===== src/rtl/syt_pkg.sv =====
package syt_pkg;
    // Register index; the bus byte address is four times it
    localparam int IDX_CTRL  = 0;
    localparam int IDX_IEN   = 1;
    localparam int IDX_STAT  = 2;
    localparam int IDX_EVGEN = 3;
    localparam int IDX_CNTH  = 4;
    localparam int IDX_CNTL  = 5;
    localparam int IDX_DIV   = 6;
    localparam int IDX_WRAPH = 7;
    localparam int IDX_WRAPL = 8;
    localparam int IDX_TRIG  = 9;
    localparam logic [5:0] OFF_CTRL  = 6'(4 * IDX_CTRL);
    localparam logic [5:0] OFF_IEN   = 6'(4 * IDX_IEN);
    localparam logic [5:0] OFF_STAT  = 6'(4 * IDX_STAT);
    localparam logic [5:0] OFF_EVGEN = 6'(4 * IDX_EVGEN);
    localparam logic [5:0] OFF_CNTH  = 6'(4 * IDX_CNTH);
    localparam logic [5:0] OFF_CNTL  = 6'(4 * IDX_CNTL);
    localparam logic [5:0] OFF_DIV   = 6'(4 * IDX_DIV);
    localparam logic [5:0] OFF_WRAPH = 6'(4 * IDX_WRAPH);
    localparam logic [5:0] OFF_WRAPL = 6'(4 * IDX_WRAPL);
    localparam logic [5:0] OFF_TRIG  = 6'(4 * IDX_TRIG);
    localparam int BIT_CEN  = 0;
    localparam int BIT_UINH = 1;
    localparam int BIT_USRC = 2;
    localparam int BIT_SSHT = 3;
    localparam int BIT_RBUF = 7;
    localparam logic [15:0] WRAP_RST = 16'hFFFF;
    localparam logic [2:0]  DIV_RST  = 3'h0;
    localparam logic [1:0]  RESP_OK  = 2'b00;
    localparam logic [1:0]  RESP_ERR = 2'b10;

    typedef struct packed {
        logic       countEnable;
        logic       updateInhibit;
        logic       updateSourceSelect;
        logic       singleShot;
        logic       reloadBufferingEnable;
    } syt_ctrl_s;

    typedef struct packed {
        logic       wr;
        logic       rd;
        logic [5:0] addr;
        logic [7:0] data;
    } syt_reg_s;
endpackage : syt_pkg


===== src/rtl/syt_axil_slave.sv =====
`timescale 1ns/1ns
`default_nettype none
// Single-beat AXI4-Lite slave turning accesses into one-cycle strobes
module syt_axil_slave
    import syt_pkg::*;
(
    input  wire logic        ref_clk,
    input  wire logic        rst_b,
    input  wire logic [5:0]  awaddr,
    input  wire logic        awvalid,
    output logic             awready,
    input  wire logic [31:0] wdata,
    input  wire logic [3:0]  wstrb,
    input  wire logic        wvalid,
    output logic             wready,
    output logic [1:0]       bresp,
    output logic             bvalid,
    input  wire logic        bready,
    input  wire logic [5:0]  araddr,
    input  wire logic        arvalid,
    output logic             arready,
    output logic [31:0]      rdata,
    output logic [1:0]       rresp,
    output logic             rvalid,
    input  wire logic        rready,
    output syt_reg_s         regReq,
    input  wire logic [7:0]  regRdata,
    input  wire logic        regHit
);
    logic       awHave_q;
    logic       wHave_q;
    logic [5:0] awAddr_q;
    logic [7:0] wData_q;
    logic       wLane_q;
    logic       doWrite;
    logic       doRead;

    assign awready = !awHave_q && !bvalid;
    assign wready  = !wHave_q && !bvalid;
    // Held off while a write completes, so a taken address is never lost
    assign arready = !rvalid && !doWrite;
    assign doWrite = awHave_q && wHave_q && !bvalid;
    // Reads lose the cycle to writes so only one strobe fires at a time
    assign doRead  = arvalid && arready && !doWrite;

    always_ff @(posedge ref_clk or negedge rst_b) begin
        if (!rst_b) begin
            awHave_q <= 1'b0;
            wHave_q  <= 1'b0;
            awAddr_q <= 6'h00;
            wData_q  <= 8'h00;
            wLane_q  <= 1'b0;
        end else begin
            if (awvalid && awready) begin
                awHave_q <= 1'b1;
                awAddr_q <= awaddr;
            end
            if (wvalid && wready) begin
                wHave_q <= 1'b1;
                wData_q <= wdata[7:0];
                wLane_q <= wstrb[0];
            end
            if (doWrite) begin
                awHave_q <= 1'b0;
                wHave_q  <= 1'b0;
            end
        end
    end

    always_comb begin
        regReq.wr   = doWrite && wLane_q;
        regReq.rd   = doRead;
        regReq.addr = doWrite ? awAddr_q : araddr;
        regReq.data = wData_q;
    end

    always_ff @(posedge ref_clk or negedge rst_b) begin
        if (!rst_b) begin
            bvalid <= 1'b0;
            bresp  <= RESP_OK;
        end else if (doWrite) begin
            bvalid <= 1'b1;
            bresp  <= regHit ? RESP_OK : RESP_ERR;
        end else if (bready) begin
            bvalid <= 1'b0;
        end
    end

    always_ff @(posedge ref_clk or negedge rst_b) begin
        if (!rst_b) begin
            rvalid <= 1'b0;
            rdata  <= 32'h0000_0000;
            rresp  <= RESP_OK;
        end else if (doRead) begin
            rvalid <= 1'b1;
            rdata  <= {24'h000000, regRdata};
            rresp  <= regHit ? RESP_OK : RESP_ERR;
        end else if (rready) begin
            rvalid <= 1'b0;
        end
    end
endmodule : syt_axil_slave
`default_nettype wire


===== src/rtl/syt_divider.sv =====
`timescale 1ns/1ns
`default_nettype none
// Power-of-two tick divider
module syt_divider
    import syt_pkg::*;
#(
    parameter int EXP_W = 3,
    parameter int CNT_W = 7
)(
    input  wire logic             ref_clk,
    input  wire logic             rst_b,
    input  wire logic             run,
    input  wire logic             clear,
    input  wire logic [EXP_W-1:0] exponent,
    output logic                  tick
);
    logic [CNT_W-1:0] div_q;
    logic [CNT_W-1:0] terminal;

    // Terminal 2^exp - 1; a stale count above it still ends the period
    assign terminal = CNT_W'((1 << exponent) - 1);
    assign tick     = run && (div_q >= terminal);

    always_ff @(posedge ref_clk or negedge rst_b) begin
        if (!rst_b) begin
            div_q <= '0;
        end else if (clear) begin
            div_q <= '0;
        end else if (run) begin
            div_q <= tick ? '0 : div_q + 1'b1;
        end
    end
endmodule : syt_divider
`default_nettype wire


===== src/rtl/syt_timer.sv =====
`timescale 1ns/1ns
`default_nettype none
// Auto-reload system timer, byte registers over AXI4-Lite
module syt_timer
    import syt_pkg::*;
(
    input  wire logic        ref_clk,
    input  wire logic        rst_b,
    input  wire logic [5:0]  awaddr,
    input  wire logic        awvalid,
    output logic             awready,
    input  wire logic [31:0] wdata,
    input  wire logic [3:0]  wstrb,
    input  wire logic        wvalid,
    output logic             wready,
    output logic [1:0]       bresp,
    output logic             bvalid,
    input  wire logic        bready,
    input  wire logic [5:0]  araddr,
    input  wire logic        arvalid,
    output logic             arready,
    output logic [31:0]      rdata,
    output logic [1:0]       rresp,
    output logic             rvalid,
    input  wire logic        rready,
    output logic             updateIrq,
    output logic             convTrigger,
    output logic             overflowPulse
);
    syt_reg_s    regReq;
    logic [7:0]  regRdata;
    logic        regHit;
    syt_ctrl_s   ctrl_q;
    logic        irqEn_q;
    logic        updateFlag_q;
    logic        forceUpdate_q;
    logic        trigSel_q;
    logic [15:0] count_q;
    logic [7:0]  lowLatch_q;
    logic [2:0]  divPre_q;
    logic [2:0]  divAct_q;
    logic [15:0] wrapPre_q;
    logic [15:0] wrapAct_q;
    logic        wrapLock_q;
    logic        tick;
    logic        run;
    logic        wrapHit;
    logic        updEvent;
    logic        flagSet;
    logic        wrCtrl;
    logic        wrStat;
    logic        wrEvgen;
    logic        wrCntH;
    logic        wrCntL;
    logic        wrDiv;
    logic        wrWrapH;
    logic        wrWrapL;
    logic        rdCntH;

    syt_axil_slave u_bus (
        .ref_clk  (ref_clk),
        .rst_b    (rst_b),
        .awaddr   (awaddr),
        .awvalid  (awvalid),
        .awready  (awready),
        .wdata    (wdata),
        .wstrb    (wstrb),
        .wvalid   (wvalid),
        .wready   (wready),
        .bresp    (bresp),
        .bvalid   (bvalid),
        .bready   (bready),
        .araddr   (araddr),
        .arvalid  (arvalid),
        .arready  (arready),
        .rdata    (rdata),
        .rresp    (rresp),
        .rvalid   (rvalid),
        .rready   (rready),
        .regReq   (regReq),
        .regRdata (regRdata),
        .regHit   (regHit)
    );

    function automatic logic hitW(input syt_reg_s r, input logic [5:0] off);
        hitW = r.wr && (r.addr == off);
    endfunction : hitW

    assign wrCtrl  = hitW(regReq, OFF_CTRL);
    assign wrStat  = hitW(regReq, OFF_STAT);
    assign wrEvgen = hitW(regReq, OFF_EVGEN);
    assign wrCntH  = hitW(regReq, OFF_CNTH);
    assign wrCntL  = hitW(regReq, OFF_CNTL);
    assign wrDiv   = hitW(regReq, OFF_DIV);
    assign wrWrapH = hitW(regReq, OFF_WRAPH);
    assign wrWrapL = hitW(regReq, OFF_WRAPL);
    assign rdCntH  = regReq.rd && (regReq.addr == OFF_CNTH);

    // Zero limit halts everything, divider included
    assign run = ctrl_q.countEnable && (wrapAct_q != 16'h0000);

    syt_divider #(
        .EXP_W (3),
        .CNT_W (7)
    ) u_div (
        .ref_clk  (ref_clk),
        .rst_b    (rst_b),
        .run      (run),
        .clear    (forceUpdate_q),
        .exponent (divAct_q),
        .tick     (tick)
    );

    assign wrapHit = tick && (count_q >= wrapAct_q);
    // Forced update only counts when not inhibited
    assign updEvent = (wrapHit || forceUpdate_q)
                    && !ctrl_q.updateInhibit;
    assign flagSet  = updEvent
                    && (wrapHit || !ctrl_q.updateSourceSelect);

    always_ff @(posedge ref_clk or negedge rst_b) begin
        if (!rst_b) begin
            ctrl_q <= '0;
        end else begin
            if (wrCtrl) begin
                ctrl_q.countEnable        <= regReq.data[BIT_CEN];
                ctrl_q.updateInhibit      <= regReq.data[BIT_UINH];
                ctrl_q.updateSourceSelect <= regReq.data[BIT_USRC];
                ctrl_q.singleShot         <= regReq.data[BIT_SSHT];
                ctrl_q.reloadBufferingEnable <= regReq.data[BIT_RBUF];
            end
            // Hardware stop wins over a same-cycle software write
            if (updEvent && ctrl_q.singleShot) begin
                ctrl_q.countEnable <= 1'b0;
            end
        end
    end

    always_ff @(posedge ref_clk or negedge rst_b) begin
        if (!rst_b) begin
            irqEn_q <= 1'b0;
        end else if (hitW(regReq, OFF_IEN)) begin
            irqEn_q <= regReq.data[0];
        end
    end

    always_ff @(posedge ref_clk or negedge rst_b) begin
        if (!rst_b) begin
            trigSel_q <= 1'b0;
        end else if (hitW(regReq, OFF_TRIG)) begin
            trigSel_q <= regReq.data[0];
        end
    end

    always_ff @(posedge ref_clk or negedge rst_b) begin
        if (!rst_b) begin
            forceUpdate_q <= 1'b0;
        end else if (wrEvgen && regReq.data[0]) begin
            forceUpdate_q <= 1'b1;
        end else begin
            forceUpdate_q <= 1'b0;
        end
    end

    always_ff @(posedge ref_clk or negedge rst_b) begin
        if (!rst_b) begin
            updateFlag_q <= 1'b0;
        end else if (flagSet) begin
            updateFlag_q <= 1'b1; // set wins over clear
        end else if (wrStat && !regReq.data[0]) begin
            updateFlag_q <= 1'b0;
        end
    end

    always_ff @(posedge ref_clk or negedge rst_b) begin
        if (!rst_b) begin
            count_q <= 16'h0000;
        end else if (forceUpdate_q) begin
            count_q <= 16'h0000;
        end else if (wrCntH) begin
            count_q[15:8] <= regReq.data;
        end else if (wrCntL) begin
            count_q[7:0] <= regReq.data;
        end else if (wrapHit) begin
            count_q <= 16'h0000;
        end else if (tick) begin
            count_q <= count_q + 16'h0001;
        end
    end

    // Low byte frozen so a two-byte read is coherent
    always_ff @(posedge ref_clk or negedge rst_b) begin
        if (!rst_b) begin
            lowLatch_q <= 8'h00;
        end else if (rdCntH) begin
            lowLatch_q <= count_q[7:0];
        end
    end

    always_ff @(posedge ref_clk or negedge rst_b) begin
        if (!rst_b) begin
            divPre_q <= DIV_RST;
        end else if (wrDiv) begin
            divPre_q <= regReq.data[2:0];
        end
    end

    // Active ratio moves only on an event, never in mid-period
    always_ff @(posedge ref_clk or negedge rst_b) begin
        if (!rst_b) begin
            divAct_q <= DIV_RST;
        end else if (updEvent) begin
            divAct_q <= divPre_q;
        end
    end

    always_ff @(posedge ref_clk or negedge rst_b) begin
        if (!rst_b) begin
            wrapPre_q  <= WRAP_RST;
            wrapLock_q <= 1'b0;
        end else begin
            if (wrWrapH) begin
                wrapPre_q[15:8] <= regReq.data;
                wrapLock_q      <= 1'b1;
            end
            if (wrWrapL) begin
                wrapPre_q[7:0] <= regReq.data;
                wrapLock_q     <= 1'b0;
            end
        end
    end

    // Shadow takes preload on the event unless wrapLock_q is set; counter restarts from zero
    // in the same edge, so the next period already uses it.
    always_ff @(posedge ref_clk or negedge rst_b) begin
        if (!rst_b) begin
            wrapAct_q <= WRAP_RST;
        end else if (!ctrl_q.reloadBufferingEnable && wrWrapL) begin
            wrapAct_q <= {wrapPre_q[15:8], regReq.data};
        end else if (!ctrl_q.reloadBufferingEnable && wrWrapH) begin
            wrapAct_q <= {regReq.data, wrapPre_q[7:0]};
        end else if (updEvent && !wrapLock_q) begin
            wrapAct_q <= wrapPre_q;
        end
    end

    always_comb begin
        regHit   = 1'b1;
        regRdata = 8'h00;
        case (regReq.addr)
            OFF_CTRL:  regRdata = {ctrl_q.reloadBufferingEnable, 3'b000,
                                   ctrl_q.singleShot,
                                   ctrl_q.updateSourceSelect,
                                   ctrl_q.updateInhibit,
                                   ctrl_q.countEnable};
            OFF_IEN:   regRdata = {7'h00, irqEn_q};
            OFF_STAT:  regRdata = {7'h00, updateFlag_q};
            OFF_EVGEN: regRdata = 8'h00;
            OFF_CNTH:  regRdata = count_q[15:8];
            OFF_CNTL:  regRdata = lowLatch_q;
            OFF_DIV:   regRdata = {5'h00, divPre_q};
            OFF_WRAPH: regRdata = wrapPre_q[15:8];
            OFF_WRAPL: regRdata = wrapPre_q[7:0];
            OFF_TRIG:  regRdata = {7'h00, trigSel_q};
            default:   regHit = 1'b0;
        endcase
    end

    always_ff @(posedge ref_clk or negedge rst_b) begin
        if (!rst_b) begin
            convTrigger <= 1'b0;
        end else begin
            convTrigger <= flagSet && trigSel_q;
        end
    end

    always_ff @(posedge ref_clk or negedge rst_b) begin
        if (!rst_b) begin
            overflowPulse <= 1'b0;
        end else begin
            overflowPulse <= wrapHit && !ctrl_q.updateInhibit;
        end
    end

    // Flag set folded in so the request rises together with the flag
    always_ff @(posedge ref_clk or negedge rst_b) begin
        if (!rst_b) begin
            updateIrq <= 1'b0;
        end else begin
            updateIrq <= (updateFlag_q || flagSet) && irqEn_q;
        end
    end
endmodule : syt_timer
`default_nettype wire


===== config.mk =====
export PLATFORM = sky130hd
export DESIGN_NAME = syt_timer
export DESIGN_NICKNAME = d
export VERILOG_FILES = /design/src/rtl/syt_pkg.sv /design/src/rtl/syt_axil_slave.sv /design/src/rtl/syt_divider.sv /design/src/rtl/syt_timer.sv
export SDC_FILE = /design/constraint.sdc
export NUM_CORES = 1
export LEC_CHECK = 0
export BUFFER_PORTS_ARGS = -buffer_cell sky130_fd_sc_hd__clkbuf_2
export CAP_MARGIN = 0
export CORE_MARGIN = 4
export CORE_UTILIZATION = 35
export CTS_CLUSTER_DIAMETER = 150
export DETAILED_ROUTE_END_ITERATION = 10
export HOLD_SLACK_MARGIN = 0.06
export PLACE_DENSITY = 0.56
export SLEW_MARGIN = 20
export SYNTH_ARGS = -nofsm -noshare
export SYNTH_HDL_FRONTEND = slang
export SYNTH_HIERARCHICAL = 1
export SYNTH_SLANG_ARGS = --single-unit

===== constraint.sdc =====
create_clock -name ref_clk -period 3.45 [get_ports ref_clk]
set_input_delay 0.69 -clock ref_clk [delete_from_list [all_inputs] [get_ports ref_clk]]
set_output_delay 0.69 -clock ref_clk [all_outputs]
set_load 0.005 [all_outputs]

==> After elaboration in Yosys (flattened, before gate mapping) <==
Index checks and enable logic that the tools add are counted.
W data, S select, Z words.
{ "word_totals": {"register_bits": 113, "latchBits": 0, "mem_bits_rw": 0, "mem_bits_ro": 0, "inputBits": 55, "out_inout_bits": 44, "wordCells": 145, "mem_count": 0} }
{ "classes": {"addsub": 3, "n_mul": 0, "n_div": 0, "magnitude_cmp": 2, "n_eq_ne": 11, "n_shift": 1, "n_mux": 32, "bitwise": 0, "n_reduce_logical": 64} }
{ "ops": {"columns": ["op", "count"], "rows": [
  ["$mux W16", 6],
  ["$pmux W8 S9", 1],
  ["$logic_and A1 B1 Y1", 35],
  ["$mux W8", 4],
  ["$eq A6 B5 Y1 const B", 4],
  ["$mux W7", 3],
  ["$add A16 B1 Y16 const B", 1],
  ["$ge A16 B16 Y1", 1],
  ["$reduce_bool A16 Y1", 1],
  ["$reduce_bool A2 Y1", 8],
  ["$mux W1", 15],
  ["$eq A6 B4 Y1 const B", 2],
  ["$eq A6 B6 Y1 const B", 2],
  ["$logic_not A1 Y1", 10],
  ["$reduce_or A10 Y1", 1],
  ["$reduce_bool A4 Y1", 2],
  ["$add A7 B1 Y7 const B", 1],
  ["$ge A7 B7 Y1", 1],
  ["$shl A1 B3 Y7 const A", 1],
  ["$sub A7 B2 Y7 const B", 1],
  ["$eq A6 B3 Y1 const B", 1],
  ["$logic_not A6 Y1", 1],
  ["$mux W6", 1],
  ["$mux W5", 1],
  ["6 further kinds", 9]
]} }

==> Longest topological paths before layout <==
Gate-level depths: netlist of the first run.
{ "depth": {"ltp_word": 11, "ltp_mapped": 11, "depth_no_buf": 10} }

==> Modules after synthesis <==
Netlist of the first run, hierarchy kept.
{ "modules_own_cells": {"columns": ["module", "instances", "cells_each", "area_each_um2", "seq_area_each_um2"], "rows": [
  ["syt_timer", 1, 412, 4405.5, 1916.8],
  ["syt_axil_slave", 1, 111, 1405.1, 725.7],
  ["syt_divider", 1, 64, 599.3, 175.2]
]} }

==> Least setup slack after synthesis of the first run <==
OpenSTA, ideal clock, no wires.
{ "synth_timing": {"kind": "register to register", "from": "register u_bus.bvalid", "to": "register wrapAct_q[0]", "setup_ps": 85, "arrival_ps": 2697, "required_time_ps": 3365, "path_slack_ps": 669, "path_stages_with_launch": 11, "path_buffers": 3, "synth_period_minus_slack_ps": 2781, "cell_sequence": "dfrtp_1 > nand3b_1 > buf_2 > mux2_2 > clkbuf_1 > nor2_1 > and3_1 > clkbuf_1 > nand2_1 > mux2_2 > mux2_1"} }
{ "synth_rtl": {"columns": ["element", "line", "text"], "rows": [
  ["start: declaration", "syt_axil_slave.sv:17", "output logic bvalid,"],
  ["start signal: assignment", "syt_axil_slave.sv:79", "bvalid <= 1'b0;"],
  ["start signal: assignment", "syt_axil_slave.sv:82", "bvalid <= 1'b1;"],
  ["start signal: assignment", "syt_axil_slave.sv:85", "bvalid <= 1'b0;"],
  ["end signal: assignment", "syt_timer.sv:239", "wrapAct_q <= {wrapPre_q[15:8], regReq.data};"],
  ["end signal: assignment", "syt_timer.sv:241", "wrapAct_q <= {regReq.data, wrapPre_q[7:0]};"],
  ["end signal: assignment", "syt_timer.sv:243", "wrapAct_q <= wrapPre_q;"],
  ["end: declaration", "syt_timer.sv:43", "logic [15:0] wrapAct_q;"]
]} }

==> Worst setup path in the final report of the first run <==
{ "layout_timing": {"from": "register wrapAct_q[13]", "to": "register count_q[3]"} }
{ "layout_between": {"elab_chain_cells": 8, "word_cells_on_any_way": 11, "cone_classes": "1 x order compare; 4 x mux; 6 x reduce/logical"} }
{ "layout_lines": {"columns": ["element", "line", "text"], "rows": [
  ["$reduce_bool A16 Y1 (*)", "syt_timer.sv:100", "assign run = ctrl_q.countEnable && (wrapAct_q != 16'h0000);"],
  ["$logic_and A1 B1 Y1 (*)", "syt_timer.sv:100", null],
  ["via run", "syt_timer.sv:46", "logic run;"],
  ["$logic_and A1 B1 Y1 (*)", "syt_divider.sv:22", "assign tick = run && (div_q >= terminal);"],
  ["via tick", "syt_timer.sv:45", "logic tick;"],
  ["$logic_and A1 B1 Y1", "syt_timer.sv:114", "assign wrapHit = tick && (count_q >= wrapAct_q);"],
  ["$mux W16", "syt_timer.sv:184", "end else if (wrapHit) begin"],
  ["$mux W8", "syt_timer.sv:182", "end else if (wrCntL) begin"],
  ["$mux W8", "syt_timer.sv:180", "end else if (wrCntH) begin"],
  ["$mux W16", "syt_timer.sv:178", "end else if (forceUpdate_q) begin"],
  ["end signal: assignment", "syt_timer.sv:183", "count_q[7:0] <= regReq.data;"],
  ["end signal: assignment", "syt_timer.sv:187", "count_q <= count_q + 16'h0001;"],
  ["end: declaration", "syt_timer.sv:38", "logic [15:0] count_q;"]
]} }
Mark *: on every way through the listed nets, which the timed path passes. The rest lies on a longest branch. The select of a mux whose other input is x is not followed.
A chain may end at the register's enable or synchronous reset.

==> results.cfg, run 1 <==
[worst_hold_path]
min_path_type = primary input to async pin

[logic_synthesis]
yosys_warnings = 6
syn_area_um2 = 6410
postSynthAreaPerCell_um2 = 10.9
synth-edff-count = 0
ys.flop_type = dfrtp_1
synth_cells = 587
ys_types = 66
synth-seq-cells = 111
async_flop_share = 1.00
synth-seq-area-share = 0.440

[clock_tree]
ctsHoldBuffers = 0
cts_sinks = 111
clk_path_buf_depth = 2
cts_tree = yes
cts_resized = 0
cts_made_buffers = 9
htreeDepth = 3
insertion_delay_ns = 0.36
cts_setup_buffers = 0
root_buffer = clkbuf_16
clk_pin_slew_ns = 0.08

[final_layout]
nNetsFinal = 722
syn_to_final_growth_pct = 12.6
finalNonFillerCells = 876
num_antenna_cells = 0
drive_above_1_share = 0.311
layout_common_cells = 79 x dfrtp_1, 67 x mux2_2, 44 x clkbuf_2
finish.instance_area_um2 = 7220
final_common_cell = dfrtp_1

[floorplan]
core_um2 = 18000
die_w_um = 143
fp.dieH_um = 143
pin_count = 99
start_util = 0.357
die_area_um2 = 20500
fp-row-count = 49

[grt]
grt_pass1_wl_mm = 26.8
antenna_found_initial = 1
grt_usage = 0.169
grt-ovfl-total = 0
grt_pass1_vias = 4916
grt_max_degree = 35

[worst_setup_path]
worst-path-buf-inv = 2
required_ns = 3.67
end_kind = register
cp_max_fo = 12
slowest_stage = nor4_1
critical_path.cell_chain = nor4_1 -> a41oi_1 -> buf_4 -> and2_1 -> a31oi_1 -> o21ai_2 -> buf_4 -> nand2_1 -> o31ai_1 -> a31oi_1 -> o21ai_0
max_stage_delay_ns = 0.59
crit_arrival_ns = 3.36
start_kind = register
cp_top_family = compound AO/OA/AOI/OAI gates
worstSetupPathType = register to register

[sta]
finalHoldViolations = 0
setup_viol = 0
tns_ns = 0
setup_slack_ns = 0.313
max_clock_freq_ghz = 0.319
rsz0062_at_grt = false
drv_slew = 0
fin_skew_ns = 0.00722
max_slew.worst_pin.slew_ns = 0.783
layout_worst_path_cycle_share = 0.909
timing.slew.headroom = 0.478
finalCriticalPeriod_ns = 3.14

[placed_design]
port_buffers = 45
postPlaceCellArea_um2 = 6890
dp_cells = 860
dpl.hpwl_mm = 12.8
dpl_worst_slack_ns = 0.323
gp_congestion = 0.957

[detailed_routing]
antenna_left = 0
routedWlPerCell_um = 19.1
highest_layer = met5
viasPerCell = 5.42
wl_met2_mm = 8.15
remaining_drc_errors = 0
met3WireLength_um = 714
drt_wl_total_mm = 16.7
first_iter_violations = 342
drt-pass1-iter-count = 5
via_count = 4751
wl_met1_mm = 7.41

[run]
max-cap-violations = 0

[power_and_ir_drop]
p_total_mw = 5.06
peakVddDrop_mv = 0.370
power_density_nw_per_um2 = 701
power.leakage_nw = 3.25

[status]
outcome = completed
[layer usage]
metal | vias to the layer above | track usage
li1 | 2210 | -
met1 | 2385 | 0.222
met2 | 123 | 0.275
met3 | 31 | 0.0359
met4 | 2 | 0.0639
met5 | - | 0
[cell usage after synthesis, drive strengths merged (9+ instances only)]
| library cell | number | share of area |
|---|---|---|
| dfrtp | 79 | 0.31 |
| mux2 | 69 | 0.12 |
| mux2i | 41 | 0.064 |
| buf | 39 | 0.043 |
| nand2 | 34 | 0.020 |
| dfstp | 32 | 0.13 |
| inv | 27 | 0.016 |
| nor2 | 27 | 0.016 |
| ha | 25 | 0.049 |
| o21ai | 23 | 0.019 |
| a21oi | 16 | 0.012 |
| nand3 | 16 | 0.013 |
| a22oi | 15 | 0.018 |
| clkbuf | 13 | 0.0076 |
| nor3 | 12 | 0.010 |
| nand4 | 9 | 0.0088 |
[cell type report]
cell class | instances | area (um2)
Clock buffer | 9 | 225
Clock inverter | 7 | 100
Fill cell | 1766 | 10700
Inverter | 27 | 101
Multi-Input combinational cell | 422 | 3270
Sequential cell | 111 | 2820
Tap cell | 229 | 287
Timing Repair Buffer | 71 | 423
[per-stage QoR]
step | utilization | hold WS, ns
detailed placement | 0.384 | 0.482
global route | 0.402 | 0.266
CTS | 0.402 | 0.256
finish | 0.402 | 0.255
floorplan | - | 0.394
global placement | 0.384 | 0.466
[worst paths after layout]
check,start,to,slack [ns],depth (start not counted)
worst max register to register,wrapAct_q[13],count_q[3],0.31,11
worst min-delay path,rst_b,lowLatch_q[5],0.26,1
max in group asynchronous,rst_b,wrapAct_q[5],2.39,2
worst max-delay path,wrapAct_q[13],count_q[3],0.31,11
worst min register to register,u_bus/bresp[1],u_bus/bresp[1],0.50,2
min in group ref_clk,u_bus/bresp[1],u_bus/bresp[1],0.50,2
[cell families (layout without fill, tap and decap cells)]
family          after synthesis  count (layout)  synth area share
compound gates              106             106             0.119
other cells                   1              26          0.000585
flops                       111             111             0.440
fa+ha+maj                    25              25            0.0488
simple gates                145             145             0.122
buf+inv                      79             114            0.0666
xor+xnor                      8               8            0.0109
mux                         112             112             0.192
[flip-flops by register name, summed over array words and instances, names as in the netlist, 3 cells and up]
register / count
count_q: 16
wrapAct_q: 16
wrapPre_q: 16
lowLatch_q: 8
u_bus/rdata: 8
u_bus/wData_q: 8
u_div/div_q: 7
u_bus/awAddr_q: 6
ctrl_q: 5
divAct_q: 3
divPre_q: 3
[power by group]
part / switching [mW] / leakage, nW / internal (mW) / total (mW)
clock: 0.532 / 0.158 / 0.588 / 1.12
combinational: 1.01 / 1.76 / 0.875 / 1.88
sequential: 0.409 / 1.34 / 1.65 / 2.06
total: 1.95 / 3.25 / 3.11 / 5.06
(Power assumes the default switching activity.)
==> run 2, diff against run 1 <==
- CORE_UTILIZATION: 35 -> 58
- PLACE_DENSITY: 0.56 -> 0.83
- SKIP_CTS_REPAIR_TIMING: unset -> 1
==> run 2 against run 1 <==
  * Core utilization grew 24 points
  * Worst setup slack lost 0.089 ns
  * Clock-buffer cell count grew 1
  * Sequential cell count is the same
  * Die area shrank 38%
  * Clock skew grew 0.00088 ns
  * Largest power group unchanged
==> results.cfg, run 2 (synthesis gave the netlist of run 1 again) <==
[status]
outcome = completed

[sta]
max_slew.worst_pin.slew_ns = 0.813
fin_skew_ns = 0.00810
rsz0062_at_grt = false
drv_slew = 0
fin_hold_ws_ns = 0.303
finalHoldViolations = 0
max_clock_freq_ghz = 0.310
finalCriticalPeriod_ns = 3.23
layout_worst_path_cycle_share = 0.935
tns_ns = 0
setup_viol = 0
timing.slew.headroom = 0.458

[floorplan]
fp.dieH_um = 113
die_area_um2 = 12800
fp-row-count = 38
die_w_um = 113
pin_count = 99
core_um2 = 10800
start_util = 0.591

[grt]
grt_pass1_vias = 5000
grt_usage = 0.262
grt-ovfl-total = 0
grt_pass1_wl_mm = 26.6
grt_max_degree = 64
antenna_found_initial = 0

[final_layout]
top_regs = count_q: 16 flops, wrapAct_q: 16 flops, wrapPre_q: 16 flops
layout_common_cells = 79 x dfrtp_1, 67 x mux2_2, 44 x clkbuf_2
syn_to_final_growth_pct = 8.33
nNetsFinal = 711
ff_latch_area_um2 = 2820
final_common_cell = dfrtp_1
drive_above_1_share = 0.299
finalNonFillerCells = 776
finish.instance_area_um2 = 6940
num_antenna_cells = 0
utilization = 0.641
n_fill_cell = 824
multi_input_area_um2 = 3270

[power_and_ir_drop]
p_int_mw = 2.89
p_sw_frac = 0.400
peakVddDrop_mv = 0.547
power_density_nw_per_um2 = 693
pwr-share-seq = 0.432
power.leakage_nw = 3.16
switchingPower_mw = 1.92
power_frac_comb = 0.388
pwr-share-clk = 0.180

[detailed_routing]
drt-pass1-iter-count = 5
via_count = 4932
first_iter_violations = 370
remaining_drc_errors = 0
viasPerCell = 6.36
routedWlPerCell_um = 20.9
drt_wl_total_mm = 16.2
antenna_left = 0

[worst_setup_path]
start_kind = register
worstSetupPathType = register to register
cp_max_fo = 13
worst-path-buf-inv = 1
crit_arrival_ns = 3.55
cp_common_cell = nand3b_1
critical_path.cell_chain = nand3b_1 -> mux2_2 -> nor4b_1 -> buf_4 -> nand3b_1 -> a211oi_4 -> o2bb2ai_1 -> a31oi_1 -> o21ai_1
reg2reg_slack_ns = 0.22
slowest_stage = mux2_2
end_kind = register
cp_top_family = simple AND/OR/NAND/NOR gates
required_ns = 3.78
reg2regPathDepth = 9
crit_cells = 9
max_stage_delay_ns = 0.55

[run]
max-cap-violations = 0

[placed_design]
postPlaceCellArea_um2 = 6710
dp_cells = 760
gp_congestion = 0.936
dpl.hpwl_mm = 11.7
port_buffers = 45

[clock_tree]
htreeDepth = 3
insertion_delay_ns = 0.39
clk_path_buf_depth = 2
clk_pin_slew_ns = 0.11
cts_made_buffers = 9
root_buffer = clkbuf_8
cts_tree = yes
cts_sinks = 111

[worst_hold_path]
min_path_type = primary input to async pin
run 2: cell types whose count changed in the layout (fill, tap and decap cells not counted), sizes merged:
cell,change
buf,-11
clkbuf,+1
clkinv,-1
clkinvlp,+1
inv,-1
run 2: layout make-up:
class / instances / area share
multi-input cells: 422 / 0.471
flip-flops and latches: 111 / 0.406
repair buffers: 60 / 0.0508
well taps: 140 / 0.0252
clock buffers: 10 / 0.0214
inverters: 27 / 0.0146
clock inverters: 6 / 0.0108
run 2: power by group through the flow:
stage	Clock [mW]	Combinational (mW)	Sequential, mW
2_1_floorplan	0	1.40	1.88
3_3_place_gp	0	1.72	2.05
3_5_place_dp	0	1.82	2.08
4_1_cts	0.877	1.84	2.06
5_1_grt	0.934	2.04	2.11
6_report	0.866	1.87	2.08
run 2: worst paths after layout:
| kind | endpoint | start |
|---|---|---|
| min | u_bus/awAddr_q[4] | rst_b |
| max in group asynchronous | wrapPre_q[14] | rst_b |
| max reg2reg | count_q[4] | u_bus/bvalid |
| max | count_q[4] | u_bus/bvalid |
| min in group ref_clk | u_bus/bvalid | bready |
| min reg2reg | lowLatch_q[0] | lowLatch_q[0] |
run 2: routing by layer:
metal	GRT usage	wire length, um	up-vias
li1	-	-	2177
met1	0.348	6530	2465
met2	0.440	8080	257
met3	0.0471	1210	33
met4	0.0825	369	0
met5	0	0	-
run 2: metrics by stage:
| stage | power (mW) | worst slack (ns) |
|---|---|---|
| finish | 4.81 | 0.225 |
| global route | 5.08 | 0.0273 |
| CTS | 4.77 | 0.241 |
| detailed placement | 3.89 | 0.320 |
| global placement | 3.77 | 0.422 |
| floorplan | 3.29 | 0.669 |
==> run 3, diff against run 2 <==
- CORE_ASPECT_RATIO: unset -> 2
==> run 3 against run 2 <==
  * Wire length increased by 9.8%
  * Sequential share of layout area decreased by 0.46 points
  * Largest power group unchanged
  * Sequential power increased by 2%
  * Maximum frequency decreased by 3.3%
  * Combinational power about the same
  * Worst setup slack got worse by 0.11 ns
  * Largest cell class unchanged
  * Global-route usage increased by 2.2 points
  * Design area increased by 1.2%
  * Hold slack improved by 0.12 ns
  * Critical path type unchanged
==> results.cfg, run 3 (synthesis gave the netlist of run 1 again) <==
[final_layout]
drive_above_1_share = 0.298
ff_latch_area_um2 = 2820
syn_to_final_growth_pct = 9.58
multi_input_area_um2 = 3270
layout_common_cells = 79 x dfrtp_1, 67 x mux2_2, 44 x clkbuf_2
top_regs = count_q: 16 flops, wrapAct_q: 16 flops, wrapPre_q: 16 flops
finish.instance_area_um2 = 7020
n_fill_cell = 836
num_antenna_cells = 0
final_common_cell = dfrtp_1
nNetsFinal = 710

[clock_tree]
cts_sinks = 111
htreeDepth = 3
root_buffer = clkbuf_16
cts_made_buffers = 9
insertion_delay_ns = 0.36
cts_tree = yes
clk_path_buf_depth = 2
clk_pin_slew_ns = 0.08

[detailed_routing]
first_iter_violations = 567
remaining_drc_errors = 0
antenna_left = 0
viasPerCell = 6.58
drt-pass1-iter-count = 5
routedWlPerCell_um = 22.9
drt_wl_total_mm = 17.8
via_count = 5096

[placed_design]
gp_congestion = 0.983
port_buffers = 45
dpl_worst_slack_ns = -0.00328
postPlaceCellArea_um2 = 6700
dpl.hpwl_mm = 12.8

[worst_hold_path]
min_path_type = primary input to async pin

[worst_setup_path]
critical_path.cell_chain = nor4_1 -> a41oi_2 -> and2_1 -> a31oi_1 -> o21ai_4 -> o31ai_2 -> a21oi_1 -> a221oi_1
timing.rr.end = ctrl_q[4]
slowest_stage = nor4_1
cp_max_fo = 12
reg2regPathDepth = 8
worst-path-buf-inv = 0
start_kind = register
max_stage_delay_ns = 0.64
reg2reg_from = wrapAct_q[13]
end_kind = register
required_ns = 3.69
crit_arrival_ns = 3.57
cp_top_family = compound AO/OA/AOI/OAI gates
worstSetupPathType = register to register
reg2reg_slack_ns = 0.11

[power_and_ir_drop]
p_total_mw = 5.08
power_density_nw_per_um2 = 723
peakVddDrop_mv = 0.353
power.leakage_nw = 3.19

[status]
outcome = completed

[floorplan]
fp.dieH_um = 157
pin_count = 99
core_um2 = 10900
start_util = 0.589
fp-row-count = 54
die_w_um = 82.3
die_area_um2 = 12900

[grt]
grt_max_degree = 67
grt_pass1_wl_mm = 27.3
grt_pass1_vias = 5348
grt_usage = 0.284
grt-ovfl-total = 0
antenna_found_initial = 0

[run]
max-cap-violations = 0

[sta]
drv_slew = 0
setup_slack_ns = 0.113
timing.slew.headroom = 0.406
fin_hold_ws_ns = 0.427
finalHoldViolations = 0
max_slew.worst_pin.slew_ns = 0.891
layout_worst_path_cycle_share = 0.967
finalCriticalPeriod_ns = 3.34
fin_skew_ns = 0.00873
setup_viol = 0
max_clock_freq_ghz = 0.300
run 3: cell count changes in the layout (fill, tap and decap cells not counted), moves of 2 or more:
| cell | before | now |
|---|---|---|
| clkinv_4 | 2 | 0 |
| clkbuf_16 | 1 | 9 |
| clkinv_8 | 0 | 2 |
| clkbuf_8 | 9 | 0 |
run 3: final cells by class:
cell class / count / share of cell area
Clock buffer: 9 / 0.0321
Clock inverter: 7 / 0.0121
Inverter: 27 / 0.0144
Multi-Input combinational cell: 422 / 0.466
Sequential cell: 111 / 0.401
Tap cell: 140 / 0.0249
Timing Repair Buffer: 59 / 0.0492
run 3: worst max-delay path by stage:
stage,startpoint,end,slack [ns],cells past startpoint
2_1_floorplan,u_bus/bvalid,wrapAct_q[0],0.67,10
3_3_place_gp,wrapAct_q[13],wrapAct_q[9],0.18,10
3_5_place_dp,wrapAct_q[13],wrapAct_q[8],-0.003,10
4_1_cts,wrapAct_q[13],wrapAct_q[8],-0.06,10
5_1_grt,wrapAct_q[13],ctrl_q[4],-0.008,8
6_report,wrapAct_q[13],ctrl_q[4],0.11,8
run 3: where the power goes:
group,internal [mW],switching (mW)
Sequential,1.65,0.469
Clock,0.523,0.549
Combinational,0.843,1.04
Total,3.01,2.06
run 3: metal layers:
metal	track usage	up-vias	routed length, um
met5	0	-	0
met4	0.243	0	1730
met3	0.0403	121	964
met2	0.490	282	9310
met1	0.286	2502	5750
li1	-	2191	-
run 3: stage by stage:
stage          TNS (ns)  cells   util
2_1_floorplan         0    612      -
3_3_place_gp          0    759  0.616
6_report              0    775  0.646
5_1_grt        -0.00839    775  0.646
3_5_place_dp   -0.00328    759  0.616
4_1_cts          -0.170    775  0.644
